===== config.mk =====
export PLATFORM = sky130hd
export DESIGN_NAME = fsq_host
export DESIGN_NICKNAME = d
export VERILOG_FILES = /design/src/hw/fsq_pkg.sv /design/src/hw/fsq_host.sv
export SDC_FILE = /design/constraint.sdc
export NUM_CORES = 1
export LEC_CHECK = 0
export BUFFER_PORTS_ARGS = -buffer_cell sky130_fd_sc_hd__buf_2
export CAP_MARGIN = 20
export CORE_MARGIN = 4
export CORE_UTILIZATION = 55
export CTS_CLUSTER_SIZE = 12
export DETAILED_ROUTE_END_ITERATION = 6
export PLACE_DENSITY = 0.79
export SLEW_MARGIN = 20
export SYNTH_ARGS = -nofsm -noshare
export SYNTH_HDL_FRONTEND = slang
export SYNTH_SLANG_ARGS = --single-unit

===== constraint.sdc =====
create_clock -name pclk -period 3.9 [get_ports pclk]
set_input_delay 0.78 -clock pclk [delete_from_list [all_inputs] [get_ports pclk]]
set_output_delay 0.78 -clock pclk [all_outputs]
set_load 0.01 [all_outputs]

===== src/hw/fsq_pkg.sv =====
package fsq_pkg;
  // Command codes written on the low data byte
  localparam logic [7:0] CMD_SUSPEND = 8'hB0;
  localparam logic [7:0] CMD_RESUME = 8'h30;
  localparam logic [7:0] CMD_PROG_SETUP = 8'hA0;
  localparam logic [7:0] CMD_PROTECT = 8'h60;
  localparam logic [7:0] CMD_VERIFY = 8'h40;
  localparam logic [7:0] CMD_QUERY = 8'h98;
  localparam logic [7:0] CMD_READ_RESET = 8'hF0;
  localparam logic [7:0] CMD_FAST_RESET1 = 8'h90;
  localparam logic [7:0] CMD_FAST_RESET2 = 8'hF0;
  // Unlock and secure-region entry/exit sequences
  localparam logic [11:0] UNLOCK_ADDR1 = 12'h555;
  localparam logic [11:0] UNLOCK_ADDR2 = 12'h2AA;
  localparam logic [7:0] UNLOCK_DATA1 = 8'hAA;
  localparam logic [7:0] UNLOCK_DATA2 = 8'h55;
  localparam logic [7:0] CMD_FAST_ENTER = 8'h20;
  localparam logic [7:0] CMD_OTP_ENTER = 8'h88;
  localparam logic [7:0] CMD_OTP_EXIT1 = 8'h90;
  localparam logic [7:0] CMD_OTP_EXIT2 = 8'h00;
  // Low address pattern of a protect or verify cycle (bits 6,3,2,1,0)
  localparam logic [6:0] PROT_LOW_ADDR = 7'h02;
  // Secure region word base addresses
  localparam logic [20:0] OTP_TOP_BASE = 21'h1FF000;
  localparam logic [20:0] OTP_BOT_BASE = 21'h000000;
  // Status bit positions
  localparam int POLL_BIT = 7;
  localparam int TOGGLE_BIT = 6;
  localparam int SECTOR_TOGGLE_BIT = 2;
  localparam int PROTECT_VERIFY_BIT = 0;
  // APB register byte offsets
  localparam logic [7:0] REG_CMD = 8'h00;
  localparam logic [7:0] REG_ADDR = 8'h04;
  localparam logic [7:0] REG_WDATA = 8'h08;
  localparam logic [7:0] REG_STATUS = 8'h0C;
  localparam logic [7:0] REG_RDATA = 8'h10;
  // Bus timing: 70 ns strobe, 30 ns recovery at 20 ns per cycle
  localparam int CLK_NS = 20;
  localparam int STROBE_NS = 70;
  localparam int RECOV_NS = 30;
  localparam logic [3:0] STROBE_CYC = 4'((STROBE_NS + CLK_NS - 1) / CLK_NS);
  localparam logic [3:0] RECOV_CYC = 4'((RECOV_NS + CLK_NS - 1) / CLK_NS);
  // Host operations taken from the command register
  typedef enum logic [3:0] {
    OP_READ, OP_WRITE, OP_SUSPEND, OP_RESUME, OP_FAST_ENTER, OP_FAST_PROG,
    OP_FAST_EXIT, OP_PROTECT, OP_VERIFY, OP_QUERY, OP_READ_RESET,
    OP_OTP_ENTER, OP_OTP_EXIT, OP_PROGRAM
  } fsq_op_e;
  // One flash bus cycle
  typedef struct packed {
    logic wr;
    logic [20:0] addr;
    logic [15:0] data;
  } fsq_cyc_s;
endpackage


===== src/hw/fsq_host.sv =====
`timescale 1ns/1ns
`default_nettype none
// Function
// RULE1: Suspend only during sector erase or timeout
// RULE2: Resume with 30h; suspend/resume carry bank
// RULE3: Device suspends within maximum suspend latency
// RULE4: Suspended: busy floats, poll one, toggle stops
// RULE5: Host polls suspend inside erasing sector
// RULE6: Extra suspend writes are ignored
// RULE7: Suspend-read: other sectors read normally
// RULE8: Suspended sector reads toggle sector bit
// RULE9: Program allowed during suspend-read, normal status
// RULE10: Poll at program address, toggle in bank
// RULE11: Repeated resumes ignored; suspend again later
// RULE12: Fast mode programs in two cycles
// RULE13: Fast mode: only program or fast reset; host flags others in bad_q but still issues them
// RULE14: Fast program is A0h then address/data
// RULE15: Elevated reset, 60h twice with pattern protects
// RULE16: Verify 40h, bit zero one means protected
// RULE17: Leave protection by returning reset high
// RULE18: Query 98h with bank address
// RULE19: Query upper byte zero; exit by reset command
// RULE20: Secure region 256 bytes over boot sector
// RULE21: Secure routing lasts until exit or reset
// RULE22: Change address or chip select after switch
module fsq_host (
  // APB
  input wire logic pclk,
  input wire logic presetn,
  input wire logic psel,
  input wire logic penable,
  input wire logic pwrite,
  input wire logic [7:0] paddr,
  input wire logic [31:0] pwdata,
  output logic [31:0] prdata,
  output logic pready,
  output logic pslverr,
  // Flash pins
  output logic flash_ce_n,
  output logic flash_we_n,
  output logic flash_oe_n,
  output logic [20:0] flash_addr,
  output logic [15:0] flash_dq_o,
  output logic flash_dq_oe_n,
  input wire logic [15:0] flash_dq_i,
  input wire logic ready_busy_output,
  output logic elevated_pin_level
);
  typedef enum logic [2:0] {S_IDLE, S_SETUP, S_STROBE, S_RECOV, S_NEXT} fsq_st_e;
  fsq_st_e st_q, st_d;
  fsq_pkg::fsq_op_e op_q;
  logic [20:0] addr_q;
  logic [15:0] wdata_q, rdata_q;
  logic [2:0] step_q;
  logic [3:0] cnt_q;
  logic busy_q, fast_q, query_q, otp_q, elev_q, prot_ok_q, bad_q;
  logic [15:0] dq_s1_q, dq_s2_q;
  logic rb_s1_q, rb_s2_q;
  logic [2:0] nsteps;
  fsq_pkg::fsq_cyc_s cyc;
  logic [31:0] rd_mux;
  logic acc, wr_acc, go;
  // APB decode; slave answers in the access cycle with no wait
  assign acc = psel && penable;
  assign wr_acc = acc && pwrite;
  assign go = wr_acc && (paddr == fsq_pkg::REG_CMD) && !busy_q;
  assign rd_mux = (paddr == fsq_pkg::REG_ADDR) ? {11'h000, addr_q} :
                  (paddr == fsq_pkg::REG_WDATA) ? {16'h0000, wdata_q} :
                  (paddr == fsq_pkg::REG_STATUS) ?
                    {24'h000000, bad_q, prot_ok_q, rb_s2_q, elev_q, otp_q, query_q,
                     fast_q, busy_q} :
                  (paddr == fsq_pkg::REG_RDATA) ? {16'h0000, rdata_q} : 32'h00000000;
  // Number of bus cycles per operation
  always_comb begin
    case (op_q)
      fsq_pkg::OP_FAST_PROG: nsteps = 3'd2; // [RULE12] [RULE14]
      fsq_pkg::OP_PROGRAM: nsteps = 3'd4; // [RULE9]
      fsq_pkg::OP_FAST_ENTER, fsq_pkg::OP_OTP_ENTER: nsteps = 3'd3;
      fsq_pkg::OP_OTP_EXIT: nsteps = 3'd4;
      fsq_pkg::OP_FAST_EXIT, fsq_pkg::OP_PROTECT: nsteps = 3'd2; // [RULE15]
      fsq_pkg::OP_VERIFY: nsteps = 3'd2; // [RULE16]
      default: nsteps = 3'd1;
    endcase
  end
  // Bus cycle content for the current step; bank bits ride in addr_q
  always_comb begin
    cyc.wr = 1'b1;
    cyc.addr = addr_q;
    cyc.data = wdata_q;
    case (op_q)
      fsq_pkg::OP_READ: cyc.wr = 1'b0; // [RULE5] [RULE7] [RULE10]
      fsq_pkg::OP_SUSPEND: cyc.data = {8'h00, fsq_pkg::CMD_SUSPEND}; // [RULE1] [RULE2]
      fsq_pkg::OP_RESUME: cyc.data = {8'h00, fsq_pkg::CMD_RESUME}; // [RULE2] [RULE11]
      fsq_pkg::OP_QUERY: cyc.data = {8'h00, fsq_pkg::CMD_QUERY}; // [RULE18]
      fsq_pkg::OP_READ_RESET: cyc.data = {8'h00, fsq_pkg::CMD_READ_RESET}; // [RULE19]
      fsq_pkg::OP_FAST_PROG: begin
        if (step_q == 3'd0) cyc.data = {8'h00, fsq_pkg::CMD_PROG_SETUP}; // [RULE14]
      end
      fsq_pkg::OP_FAST_EXIT: begin
        // First cycle keeps the bank address [RULE13]
        cyc.data = {8'h00, (step_q == 3'd0) ? fsq_pkg::CMD_FAST_RESET1
                                            : fsq_pkg::CMD_FAST_RESET2};
      end
      fsq_pkg::OP_PROTECT, fsq_pkg::OP_VERIFY: begin
        cyc.addr = {addr_q[20:7], fsq_pkg::PROT_LOW_ADDR}; // [RULE15]
        cyc.data = {8'h00, (op_q == fsq_pkg::OP_VERIFY && step_q == 3'd0) ?
                    fsq_pkg::CMD_VERIFY : fsq_pkg::CMD_PROTECT};
        if (op_q == fsq_pkg::OP_VERIFY && step_q == 3'd1) cyc.wr = 1'b0; // [RULE16]
      end
      fsq_pkg::OP_PROGRAM, fsq_pkg::OP_FAST_ENTER, fsq_pkg::OP_OTP_ENTER,
      fsq_pkg::OP_OTP_EXIT: begin
        case (step_q)
          3'd0: begin
            cyc.addr = {9'h000, fsq_pkg::UNLOCK_ADDR1};
            cyc.data = {8'h00, fsq_pkg::UNLOCK_DATA1};
          end
          3'd1: begin
            cyc.addr = {9'h000, fsq_pkg::UNLOCK_ADDR2};
            cyc.data = {8'h00, fsq_pkg::UNLOCK_DATA2};
          end
          3'd2: begin
            cyc.addr = {addr_q[20:12], fsq_pkg::UNLOCK_ADDR1};
            cyc.data = {8'h00,
              (op_q == fsq_pkg::OP_PROGRAM) ? fsq_pkg::CMD_PROG_SETUP :
              (op_q == fsq_pkg::OP_FAST_ENTER) ? fsq_pkg::CMD_FAST_ENTER :
              (op_q == fsq_pkg::OP_OTP_ENTER) ? fsq_pkg::CMD_OTP_ENTER :
              fsq_pkg::CMD_OTP_EXIT1};
          end
          default: begin
            if (op_q == fsq_pkg::OP_OTP_EXIT) cyc.data = {8'h00, fsq_pkg::CMD_OTP_EXIT2};
          end
        endcase
      end
      default: cyc.wr = 1'b1;
    endcase
  end
  // Sequencer: setup, strobe, recovery per bus cycle
  always_comb begin
    st_d = st_q;
    case (st_q)
      S_IDLE: if (go) st_d = S_SETUP;
      S_SETUP: st_d = S_STROBE;
      S_STROBE: if (cnt_q == 4'h0) st_d = S_RECOV;
      S_RECOV: if (cnt_q == 4'h0) st_d = S_NEXT;
      S_NEXT: st_d = (step_q + 3'd1 >= nsteps) ? S_IDLE : S_SETUP;
      default: st_d = S_IDLE;
    endcase
  end
  // Pin input synchronisers
  always_ff @(posedge pclk or negedge presetn) begin
    if (!presetn) begin
      dq_s1_q <= 16'h0000;
      dq_s2_q <= 16'h0000;
      rb_s1_q <= 1'b1;
      rb_s2_q <= 1'b1;
    end else begin
      dq_s1_q <= flash_dq_i;
      dq_s2_q <= dq_s1_q;
      rb_s1_q <= ready_busy_output;
      rb_s2_q <= rb_s1_q;
    end
  end
  // APB registers
  always_ff @(posedge pclk or negedge presetn) begin
    if (!presetn) begin
      addr_q <= 21'h000000;
      wdata_q <= 16'h0000;
      op_q <= fsq_pkg::OP_READ;
      elev_q <= 1'b0;
      bad_q <= 1'b0;
      prdata <= 32'h00000000;
      pready <= 1'b0;
      pslverr <= 1'b0;
    end else begin
      pready <= psel && !pready;
      pslverr <= 1'b0; // Every transfer completes cleanly
      prdata <= rd_mux;
      if (wr_acc && paddr == fsq_pkg::REG_ADDR) addr_q <= pwdata[20:0];
      if (wr_acc && paddr == fsq_pkg::REG_WDATA) wdata_q <= pwdata[15:0];
      if (go) begin
        op_q <= fsq_pkg::fsq_op_e'(pwdata[3:0]);
        elev_q <= pwdata[8]; // Reset pin level select [RULE15] [RULE17]
        // Flag any op other than fast program or exit issued while fast mode is on
        bad_q <= fast_q && pwdata[3:0] != 4'(fsq_pkg::OP_FAST_PROG) &&
                 pwdata[3:0] != 4'(fsq_pkg::OP_FAST_EXIT); // [RULE13]
      end
    end
  end
  // Flash cycle engine and mode tracking
  always_ff @(posedge pclk or negedge presetn) begin
    if (!presetn) begin
      st_q <= S_IDLE;
      step_q <= 3'd0;
      cnt_q <= 4'h0;
      busy_q <= 1'b0;
      flash_ce_n <= 1'b1;
      flash_we_n <= 1'b1;
      flash_oe_n <= 1'b1;
      flash_addr <= 21'h000000;
      flash_dq_o <= 16'h0000;
      flash_dq_oe_n <= 1'b1;
      rdata_q <= 16'h0000;
      fast_q <= 1'b0;
      query_q <= 1'b0;
      otp_q <= 1'b0;
      prot_ok_q <= 1'b0;
      elevated_pin_level <= 1'b0;
    end else begin
      st_q <= st_d;
      elevated_pin_level <= elev_q; // Protect mode ends when this drops [RULE17]
      case (st_q)
        S_IDLE: begin
          step_q <= 3'd0;
          busy_q <= go;
        end
        S_SETUP: begin
          // Chip select toggles every cycle so data after a mode switch is valid [RULE22]
          flash_ce_n <= 1'b0;
          flash_addr <= cyc.addr;
          flash_dq_o <= cyc.data;
          flash_dq_oe_n <= !cyc.wr;
          // Full count: strobe stays low for all STROBE_CYC cycles, never shorter
          cnt_q <= fsq_pkg::STROBE_CYC;
        end
        S_STROBE: begin
          flash_we_n <= !cyc.wr;
          flash_oe_n <= cyc.wr;
          cnt_q <= cnt_q - 4'h1;
          if (cnt_q == 4'h0) begin
            flash_we_n <= 1'b1;
            flash_oe_n <= 1'b1;
            flash_ce_n <= 1'b1;
            cnt_q <= fsq_pkg::RECOV_CYC;
            // Synchronised sample, settled during the strobe
            if (!cyc.wr) rdata_q <= dq_s2_q;
          end
        end
        S_RECOV: begin
          flash_dq_oe_n <= 1'b1;
          cnt_q <= cnt_q - 4'h1;
        end
        S_NEXT: begin
          step_q <= step_q + 3'd1;
          if (st_d == S_IDLE) begin
            busy_q <= 1'b0;
            case (op_q)
              fsq_pkg::OP_FAST_ENTER: fast_q <= 1'b1;
              fsq_pkg::OP_FAST_EXIT: fast_q <= 1'b0;
              fsq_pkg::OP_QUERY: query_q <= 1'b1; // [RULE18]
              fsq_pkg::OP_READ_RESET: query_q <= 1'b0; // [RULE19]
              fsq_pkg::OP_OTP_ENTER: otp_q <= 1'b1; // [RULE20] [RULE21]
              fsq_pkg::OP_OTP_EXIT: otp_q <= 1'b0; // [RULE21]
              fsq_pkg::OP_VERIFY: prot_ok_q <= rdata_q[fsq_pkg::PROTECT_VERIFY_BIT]; // [RULE16]
              default: prot_ok_q <= prot_ok_q;
            endcase
          end
        end
        default: busy_q <= 1'b0;
      endcase
    end
  end
endmodule
`default_nettype wire


==> results.ini, run 1 <==
[run_status]
outcome = finished clean

[power_and_ir_drop]
p_leak_uw = 0.00436
peakVddDrop_v = 0.000373
seq_power_share_pct = 46.6
combPwrFrac_pct = 14.9
power.internal_uw = 3140
pwr-share-clk_pct = 38.5
powerDensity_nw_per_um2 = 504
p_switching_uw = 1220
swShare_pct = 28.0

[route]
vias_per_cell = 5.84
first_pass_iters = 5
drt_iter0_markers = 520
wirelength_mm = 17.9
vias = 5456
drc_errors = 0
wire_per_inst_um = 19.2
antenna_left = 0

[placement]
place.port_buffers = 114
place_ws_ns = 1.01
dp_hpwl_mm = 12.6
routabilityCongestion = 0.923

[layout]
regArea_um2 = 4310
nNetsFinal = 821
antenna_cells = 0
multiInputGateArea_um2 = 2770
filler_cell_count = 968
syn_to_final_growth_pct = 17.3
drive_gt1_share_pct = 30.4

[clocking]
postCtsSetupRepairBufs = 0
clock-root-buffer = clkbuf_16
htreeDepth = 4
cts_tree = built
cts_made_buffers = 17
post_cts_resized = 0
cts.sink_count = 172
clkTransAtPathRegs_ns = 0.07
worstSkewPairLatency_ns = 0.43
cts_max_path_buffers = 2
ctsHoldBuffers = 0

[synthesis]
async_reset_ff_share_pct = 100
synth_edf_count = 0
synth_area_leaders = dfrtp_1 56%, mux2_2 7.8%, a21oi_1 2.6%, nor2_1 2.6%, o21ai_0 2.4%
ys_seq_elements = 172
syn_area_per_cell_um2 = 11.6
synth_top_area_cell = dfrtp_1
synth_flop_cell = dfrtp_1
synthDistinctLibCells = 67
yosysTopAreaCellShare_pct = 56.4
synth_warnings = 0
ys_seq_area_share_pct = 58.5
syn_inst = 635
synth_area_um2 = 7370

[floorplan]
dieArea_um2 = 15300
initial_utilization_pct = 55.9
rows = 42
die_x_um = 124
core_area_um2 = 13200
ios = 138
fp.dieH_um = 124

[critical_path]
crit_type = flip-flop to flip-flop
cp_slowest_cell = dfrtp_1
worstSetupEndpointType = flip-flop
critical-path-max-stage-delay_ns = 0.75
crit_family = compound AO/OA/AOI/OAI gates
cp.arrival_ns = 3.24
path_buf_inv = 1
cp-start-kind = flip-flop
crit_chain = inv_1 > a211oi_1 > a31oi_1 > ha_1 > nand2b_1 > a21o_1 > a21o_1 > nand4_1 > mux2_2
critPathMaxFanout = 19
critPathRequiredTime_ns = 4.22
cpMostUsedCell = a21o_1

[global_routing]
grt_max_degree = 72
grt_pass1_vias = 5490
grt_pass1_wl_mm = 28.2
grt-ovfl-total = 0
grtUsageTotal_pct = 24.4
grt_antenna_before_repair = 0

[sta]
tightest_slew_ns = 0.885
rsz0062_at_grt = no
setup_slack_ns = 0.971
finalSetupTns_ns = 0
fmaxAchievable_ghz = 0.341
finalCritPeriodShare_pct = 75.1
slew_violations = 0
finClkSkew_ns = 0.00727
slew_headroom_pct = 41.0
period_needed_ns = 2.93
finalHoldViolCount = 0
finalSetupViolCount = 0

[flow_run]
maxCapViolations = 0

[min_path]
hp-class = flip-flop to flip-flop

-- power groups by stage --
stage,Sequential [uW],Clock [uW],Combinational (uW)
2_1_floorplan,2060,0,380
3_3_place_gp,2050,0,616
3_5_place_dp,2060,0,652
4_1_cts,2030,1700,654
5_1_grt,2050,1780,722
6_report,2030,1680,650
-- worst paths after layout --
| check | startpoint | endpoint | slack [ns] | cells after the start |
|---|---|---|---|---|
| setup / recovery | op_q[2] | prot_ok_q | 0.97 | 9 |
| setup reg to reg | op_q[2] | prot_ok_q | 0.97 | 9 |
| hold / removal | dq_s1_q[4] | dq_s2_q[4] | 0.35 | 0 |
| min in group asynchronous | presetn | prdata[20] | 0.36 | 1 |
| max in group asynchronous | presetn | flash_oe_n | 2.66 | 2 |
| hold reg to reg | dq_s1_q[4] | dq_s2_q[4] | 0.35 | 0 |
-- layout by cell type (no fill, tap or decap), drive strengths merged, types with 13 or more instances in the layout --
cell type,count
dfrtp,166
buf,125
nor2,54
mux2,54
nand2,44
a21oi,40
o21ai,37
inv,27
clkbuf,18
a22o,17
ha,13
-- cell families after synthesis --
group                      after synthesis  synth area share (%)
AOI/OAI and AO/OA                      156                  14.3
xor gates and xnor gates                 2                 0.238
adders and majority gates               13                  2.21
buffers and inverters                   65                  4.43
DFF                                    172                  58.5
muxes                                   55                  8.39
other                                    1                0.0509
and+or+nand+nor                        171                  11.9
-- sequential cells by signal, summed over array words and instances, names as in the netlist, 3 cells and up --
register and count:
addr_q 21, cnt_q 4, dq_s1_q 16, dq_s2_q 16, flash_addr 21, flash_dq_o 16
op_q 4, prdata 21, rdata_q 16, st_q 3, step_q 3, wdata_q 16
-- stage by stage --
step | utilization [%] | total power (uW) | area, um^2 | hold slack (ns) | instances
3_5_place_dp | 61.1 | 2710 | 8060 | 0.335 | 903
5_1_grt | 65.5 | 4550 | 8640 | 0.353 | 935
3_3_place_gp | 61.1 | 2670 | 8060 | 0.333 | 903
4_1_cts | 65.5 | 4390 | 8640 | 0.350 | 935
2_1_floorplan | - | 2440 | 7410 | 0.331 | 646
6_report | 65.5 | 4360 | 8640 | 0.347 | 935
-- cells in the mapped netlist (3+ instances only) --
| cell type | n |
|---|---|
| nand3_1 | 11 |
| dfstp_2 | 6 |
| nor3_1 | 11 |
| o31ai_1 | 3 |
| ha_1 | 13 |
| nand2_1 | 43 |
| mux2_1 | 3 |
| a211oi_1 | 3 |
| or3_4 | 3 |
| buf_4 | 14 |
| a22o_1 | 17 |
| buf_2 | 12 |
| a21oi_1 | 39 |
| o211ai_1 | 4 |
| o21ai_0 | 36 |
| nand4_1 | 3 |
| o22ai_1 | 5 |
| a31oi_1 | 8 |
| nand2b_1 | 8 |
| inv_1 | 21 |
| and3_1 | 3 |
| mux2_2 | 51 |
| clkbuf_1 | 15 |
| nor2b_1 | 10 |
| a221o_1 | 4 |
| a222oi_1 | 8 |
| and2_1 | 6 |
| nor2_1 | 52 |
| a21o_1 | 7 |
| dfrtp_1 | 166 |
-- final cells by class --
cell class,instances,area share (%)
well taps,176,2.55
repair buffers,125,7.77
multi-input cells,409,32.1
clock inverters,14,1.84
inverters,21,0.912
flip-flops and latches,172,49.9
clock buffers,18,4.96
-- routing by layer --
layer,vias up,share of wire (%),GRT usage [%]
met3,42,6.0,5.31
met2,222,49,38.9
met5,-,0,0
li1,2465,-,-
met1,2727,42,32.4
met4,0,2.7,10.7
Note: power is estimated with default switching activity, not from simulation.
==> run 2: changes to the inputs <==
Settings changed: CORE_UTILIZATION 55 to 50, PLACE_DENSITY 0.79 to 0.76.
Clock period 3.9 ns to 2.6 ns, I/O delays scaled along.
==> run 2 against run 1 <==
- via count grew 1.9%
- hold slack lost 0.32 ns
- clock-buffer cell count shrank 1
- clock power grew 51%
- core utilization shrank 4.1 points
- sequential power grew 50%
- sequential share of layout area shrank 1.4 points
- clock skew grew 0.0026 ns
- die area grew 9.3%
- worst setup slack lost 0.81 ns
- cell count grew 3.2%
- non-clock buffer count grew 22
==> results.ini, run 2 (synthesized netlist as in run 1, its figures left out) <==
[placement]
placed_area_um2 = 8270  ; +2.6%
routabilityCongestion = 0.967  ; +4.7%
place_ws_ns = 0.139  ; -0.876 ns
place.port_buffers = 114  ; unchanged
dp_hpwl_mm = 13.7  ; +8.7%

[layout]
antenna_cells = 0  ; unchanged
design_area_um2 = 8890  ; +2.9%
fin_util_pct = 61.4  ; -4.1 points
final_common_cell = dfrtp_1
final_cell_mix = 166 x dfrtp_1, 113 x buf_2, 52 x nor2_1
top_regs = addr_q (21), flash_addr (21), prdata (21)
nNetsFinal = 843  ; +2.7%
drive_gt1_share_pct = 32.7  ; +2.2 points
syn_to_final_growth_pct = 20.7

[clocking]
htreeDepth = 4  ; unchanged
cts_made_buffers = 17  ; unchanged
ctsHoldBuffers = 0  ; unchanged
cts_max_path_buffers = 2  ; unchanged
cts_tree = built
clkTransAtPathRegs_ns = 0.07  ; about the same
worstSkewPairLatency_ns = 0.43  ; about the same
postCtsSetupRepairBufs = 0  ; unchanged
post_cts_resized = 0  ; unchanged
clock-root-buffer = clkbuf_16
cts.sink_count = 172  ; unchanged

[route]
drt_iter0_markers = 552  ; +6.2%
first_pass_iters = 5  ; unchanged
drc_errors = 0  ; unchanged
antenna_left = 0  ; unchanged
vias = 5558  ; +1.9%
vias_per_cell = 5.76  ; -1.3%
wire_per_inst_um = 19.4  ; +1.2%
wirelength_mm = 18.7  ; +4.4%

[critical_path]
cp-start-kind = flip-flop
critPathMaxFanout = 5  ; -14
cpMostUsedCell = a21o_1
critPathRequiredTime_ns = 2.92  ; -1.30 ns
crit_chain = inv_1 > ha_2 > a211oi_1 > a31oi_1 > ha_1 > nand2b_1 > a21o_1 > a21o_1 > nand4_1 > mux2_2
critical-path-max-stage-delay_ns = 0.42  ; -0.33 ns
crit_family = compound AO/OA/AOI/OAI gates
crit_type = flip-flop to flip-flop
r2r_start = op_q[1]
cp.arrival_ns = 2.76  ; -0.48 ns
worstSetupEndpointType = flip-flop
crit_start = op_q[1]
cp_slowest_cell = dfrtp_1
path_buf_inv = 1  ; unchanged

[floorplan]
initial_utilization_pct = 50.9  ; -5.0 points
ios = 138  ; unchanged
dieArea_um2 = 16700  ; +9.3%
core_area_um2 = 14500  ; +9.8%
rows = 44  ; +4.8%
die_x_um = 129  ; +4.6%
fp.dieH_um = 129  ; +4.6%

[power_and_ir_drop]
combPwrFrac_pct = 15.5  ; +0.6 points
swShare_pct = 30.2  ; +2.2 points
peakVddDrop_v = 0.000544  ; +46%
p_leak_uw = 0.00449  ; +3.1%
pwr-share-clk_pct = 38.4  ; about the same
seq_power_share_pct = 46.1  ; -0.5 points
power.internal_uw = 4610  ; +47%
powerDensity_nw_per_um2 = 742  ; +47%
finalPower_uw = 6600  ; +51%
p_switching_uw = 1990  ; +63%

[sta]
fmaxAchievable_ghz = 0.410  ; +20%
finClkSkew_ns = 0.00982  ; +0.00256 ns
finalSetupViolCount = 0  ; unchanged
rsz0062_at_grt = no
setup_slack_ns = 0.160  ; -0.811 ns
finalHoldViolCount = 0  ; unchanged
period_needed_ns = 2.44  ; -0.489 ns
slew_headroom_pct = 65.9  ; +25 points
finalSetupTns_ns = 0  ; unchanged
finalCritPeriodShare_pct = 93.8  ; +19 points
tightest_slew_ns = 0.511  ; -0.374 ns
slew_violations = 0  ; unchanged

[run_status]
outcome = finished clean

[global_routing]
grt_antenna_before_repair = 0  ; unchanged
grt-ovfl-total = 0  ; unchanged
grtUsageTotal_pct = 23.2  ; -1.2 points
grt_pass1_vias = 5604  ; +2.1%
grt_pass1_wl_mm = 29.8  ; +5.7%
grt_max_degree = 63  ; -13%

[min_path]
hp-class = primary input to asynchronous set/reset pin

[flow_run]
maxCapViolations = 0  ; unchanged

[run 2: path summary, 6_finish.rpt]
check                                   to  slack, ns  cells past startpoint
worst min-delay path            prdata[16]       0.03                      1
max in group asynchronous       flash_oe_n       1.82                      2
worst min register to register  dq_s2_q[4]       0.35                      0
worst max register to register   prot_ok_q       0.16                     10
min in group pclk                  rb_s1_q       0.18                      1
worst max-delay path             prot_ok_q       0.16                     10
[run 2: cell type report]
type / count / area (um^2)
fillers: 1156 / 5590
flip-flops and latches: 172 / 4310
multi-input cells: 409 / 2780
repair buffers: 147 / 875
clock buffers: 17 / 425
well taps: 184 / 230
clock inverters: 15 / 196
inverters: 21 / 78.8
[run 2: per-layer routing]
| layer | wire length [um] | GRT usage (%) | vias to the layer above | part of all wire, % |
|---|---|---|---|---|
| li1 | - | - | 2515 | - |
| met1 | 7860 | 31.5 | 2784 | 42 |
| met2 | 9260 | 37.3 | 227 | 49 |
| met3 | 1200 | 5.61 | 32 | 6.4 |
| met4 | 421 | 7.46 | 0 | 2.2 |
| met5 | 0 | 0 | - | 0 |
[run 2: metrics by stage]
stage	std cells	hold WS, ns
5_1_grt	965	0.0541
4_1_cts	965	0.0397
3_5_place_dp	933	0.337
2_1_floorplan	646	0.224
6_report	965	0.0258
3_3_place_gp	933	0.332
[run 2: power groups by stage]
| stage | Clock (uW) | Combinational (uW) | Sequential [uW] |
|---|---|---|---|
| after floorplan | 0 | 569 | 3090 |
| after global placement | 0 | 974 | 3080 |
| after detailed placement | 0 | 1010 | 3100 |
| after CTS | 2570 | 1020 | 3040 |
| after global routing | 2700 | 1120 | 3080 |
| final | 2530 | 1020 | 3040 |
==> run 3: changes to the inputs <==
Settings changed: ABC_AREA from default to 1.
==> run 3 against run 2 <==
- cell count increased by 16%
- die area increased by 2.1%
- clock-buffer cell count increased by 1
- sequential share of layout area increased by 0.51 points
- core utilization decreased by 1.3 points
==> results.ini, run 3 <==
[synthesis]
synth_area_um2 = 7540  ; +2.3%
synth-compound-area-share_pct = 8.45  ; -5.8 points
synth_warnings = 0  ; unchanged
synth_area_leaders = dfrtp_1 55%, nand2_1 10%, nand3_1 4.4%, inv_1 3.4%, o21ai_1 2.9%
yosysMostFrequentCell = nand2_1
synth_xor_area_share_pct = 0.349  ; +0.11 points
muxShareOfSynthArea_pct = 2.09  ; -6.3 points
ys_seq_area_share_pct = 57.2  ; -1.3 points
synthAdderAreaFrac_pct = 2.16  ; -0.049 points
synth-simple-area-share_pct = 22.0  ; +10 points
synth_flop_cell = dfrtp_1
ys_seq_elements = 172  ; unchanged
async_reset_ff_share_pct = 100  ; unchanged
synthTopCellsByCount = 205 x nand2_1, 166 x dfrtp_1, 68 x inv_1
syn_inst = 802  ; +26%
synth_edf_count = 0  ; unchanged
synth_top_family_by_area = simple AND/OR/NAND/NOR gates
synthDistinctLibCells = 47  ; -30%
synth_top_area_cell = dfrtp_1
syn_area_per_cell_um2 = 9.40  ; -19%
yosysTopAreaCellShare_pct = 55.1  ; -1.3 points

[placement]
dp_cells = 1084  ; +16%
dp_hpwl_mm = 13.0  ; -5.2%
placed_area_um2 = 8230  ; -0.47%
routabilityCongestion = 0.938  ; -3.0%
place_ws_ns = 0.409  ; +0.271 ns
place.port_buffers = 114  ; unchanged

[sta]
timing.hold.ws_ns = 0.193  ; +0.168 ns
finalSetupViolCount = 0  ; unchanged
finalHoldViolCount = 0  ; unchanged
finalSetupTns_ns = 0  ; unchanged
finalCritPeriodShare_pct = 86.1  ; -7.7 points
slew_headroom_pct = 54.6  ; -11 points
fmaxAchievable_ghz = 0.447  ; +9.0%
rsz0062_at_grt = no
slew_violations = 0  ; unchanged
period_needed_ns = 2.24  ; -0.201 ns
setup_slack_ns = 0.361  ; +0.201 ns
finClkSkew_ns = 0.0141  ; +0.00429 ns
tightest_slew_ns = 0.680  ; +0.169 ns

[global_routing]
grt-ovfl-total = 0  ; unchanged
met2_usage_pct = 33.4  ; -3.9 points
grt_max_degree = 68  ; +7.9%
grt_pass1_vias = 5576  ; -0.50%
grt_antenna_before_repair = 0  ; unchanged
grt_pass1_wl_mm = 28.4  ; -4.6%
grt_util_met1_pct = 31.1  ; -0.48 points
grt_util_met3_pct = 4.55  ; -1.1 points
grt_busiest_layer = met2
grtUsageTotal_pct = 21.8  ; -1.5 points

[critical_path]
crit_family = simple AND/OR/NAND/NOR gates
critPathMaxFanout = 5  ; unchanged
crit_type = flip-flop to flip-flop
worstSetupEndpointType = flip-flop
cp_slowest_cell = dfrtp_1
cpMostUsedCell = nand3_1
rrSetupSlack_ns = 0.36  ; +0.20 ns
crit_chain = inv_1 > ha_1 > nand3_1 > inv_1 > nor2_1 > ha_1 > inv_1 > nand2_1 > nand3_1 > nand3_1 > nand3_1 > inv_2 > nand4_1 > nand2_1 > o21ai_1
r2r_end = prot_ok_q
cp-start-kind = flip-flop
rr_worst_depth = 15  ; +5
path_buf_inv = 4  ; +3
critPathRequiredTime_ns = 2.92  ; about the same
r2r_start = op_q[1]
cp.arrival_ns = 2.56  ; -0.20 ns
critical-path-max-stage-delay_ns = 0.41  ; about the same

[clocking]
cts_made_buffers = 17  ; unchanged
cts.sink_count = 172  ; unchanged
post_cts_resized = 0  ; unchanged
cts_max_path_buffers = 2  ; unchanged
ctsHoldBuffers = 1  ; +1
clock-root-buffer = clkbuf_16
postCtsSetupRepairBufs = 0  ; unchanged
clkTransAtPathRegs_ns = 0.07  ; about the same
worstSkewPairLatency_ns = 0.43  ; about the same
htreeDepth = 4  ; unchanged
cts_tree = built

[power_and_ir_drop]
peakVddDrop_v = 0.000621  ; +14%
p_leak_uw = 0.00464  ; +3.3%
powerDensity_nw_per_um2 = 754  ; +1.7%

[min_path]
whs_endpoint = dq_s1_q[11]
worstHoldStart = flash_dq_i[11]
holdPathStages = 1
hp-class = primary input to flip-flop

[layout]
fin_cells = 1117  ; +16%
nNetsFinal = 995  ; +18%
top_regs = addr_q (21), flash_addr (21), prdata (21)
filler_cell_count = 1298  ; +12%
syn_to_final_growth_pct = 16.7
drive_gt1_share_pct = 25.3  ; -7.4 points
final_common_cell = nand2_1
final_cell_mix = 205 x nand2_1, 166 x dfrtp_1, 113 x buf_2
antenna_cells = 0  ; unchanged
design_area_um2 = 8800  ; -1.0%

[floorplan]
die_x_um = 131  ; +1.1%
dieArea_um2 = 17100  ; +2.1%
fp.dieH_um = 131  ; +1.1%
rows = 44  ; unchanged
ios = 138  ; unchanged
initial_utilization_pct = 51.5  ; +0.57 points
core_area_um2 = 14600  ; +1.1%

[route]
vias_per_cell = 5.18  ; -10%
first_pass_iters = 5  ; unchanged
vias = 5781  ; +4.0%
wirelength_mm = 17.8  ; -5.2%
drt_iter0_markers = 510  ; -7.6%
wire_per_inst_um = 15.9  ; -18%
antenna_left = 0  ; unchanged
drc_errors = 0  ; unchanged

[flow_run]
maxCapViolations = 0  ; unchanged

[run_status]
outcome = finished clean

[run 3: stage by stage]
stage | power [uW] | utilization, %
finish | 6640 | 60.1
global route | 6980 | 60.1
CTS | 6690 | 60.1
detailed placement | 4270 | 56.2
global placement | 4240 | 56.2
floorplan | 3900 | -
[run 3: final cells by class]
cell class                 count  area (um^2)  share of cell area [%]
multi-input combinational    517         2690                    30.6
tap                          184          230                    2.62
timing repair buffer         123          672                    7.63
clock inverter                14          131                    1.49
clock buffer                  18          429                    4.88
inverter                      89          338                    3.84
sequential                   172         4310                    49.0
[run 3: kinds of logic after synthesis]
kind of cell | after synthesis
AO/OA/AOI/OAI | 105
adder cells (fa/ha/maj) | 13
multiplexers | 14
buffers and inverters | 124
other | 1
AND/OR/NAND/NOR | 370
flip-flops | 172
XOR/XNOR | 3
[run 3: routing by layer]
metal  share of wire, %  vias up
li1                   -     2806
met5                  0        -
met4                1.6        0
met2                 47      195
met3                6.4       22
met1                 45     2758
[run 3: how the worst max path moves through the flow]
stage | from | endpoint | slack [ns] | cells past startpoint
after floorplan | op_q[1] | prot_ok_q | 0.65 | 15
after global placement | op_q[1] | prot_ok_q | 0.43 | 15
after detailed placement | op_q[1] | prot_ok_q | 0.41 | 15
after CTS | op_q[1] | prot_ok_q | 0.37 | 15
after global routing | op_q[1] | prot_ok_q | 0.10 | 15
final | op_q[1] | prot_ok_q | 0.36 | 15
[run 3: power breakdown]
part	internal, uW	switching (uW)
sequential	3010	162
clock	1340	1080
combinational	419	627
[run 3: worst register-to-register path, delay by kind of cell, from the launching register on]
kind	cells	cell delay, ns
AND/OR/NAND/NOR	8	0.73
flip-flops	1	0.41
AO/OA/AOI/OAI	1	0.06
buffers and inverters	4	0.36
adder cells (fa/ha/maj)	2	0.57
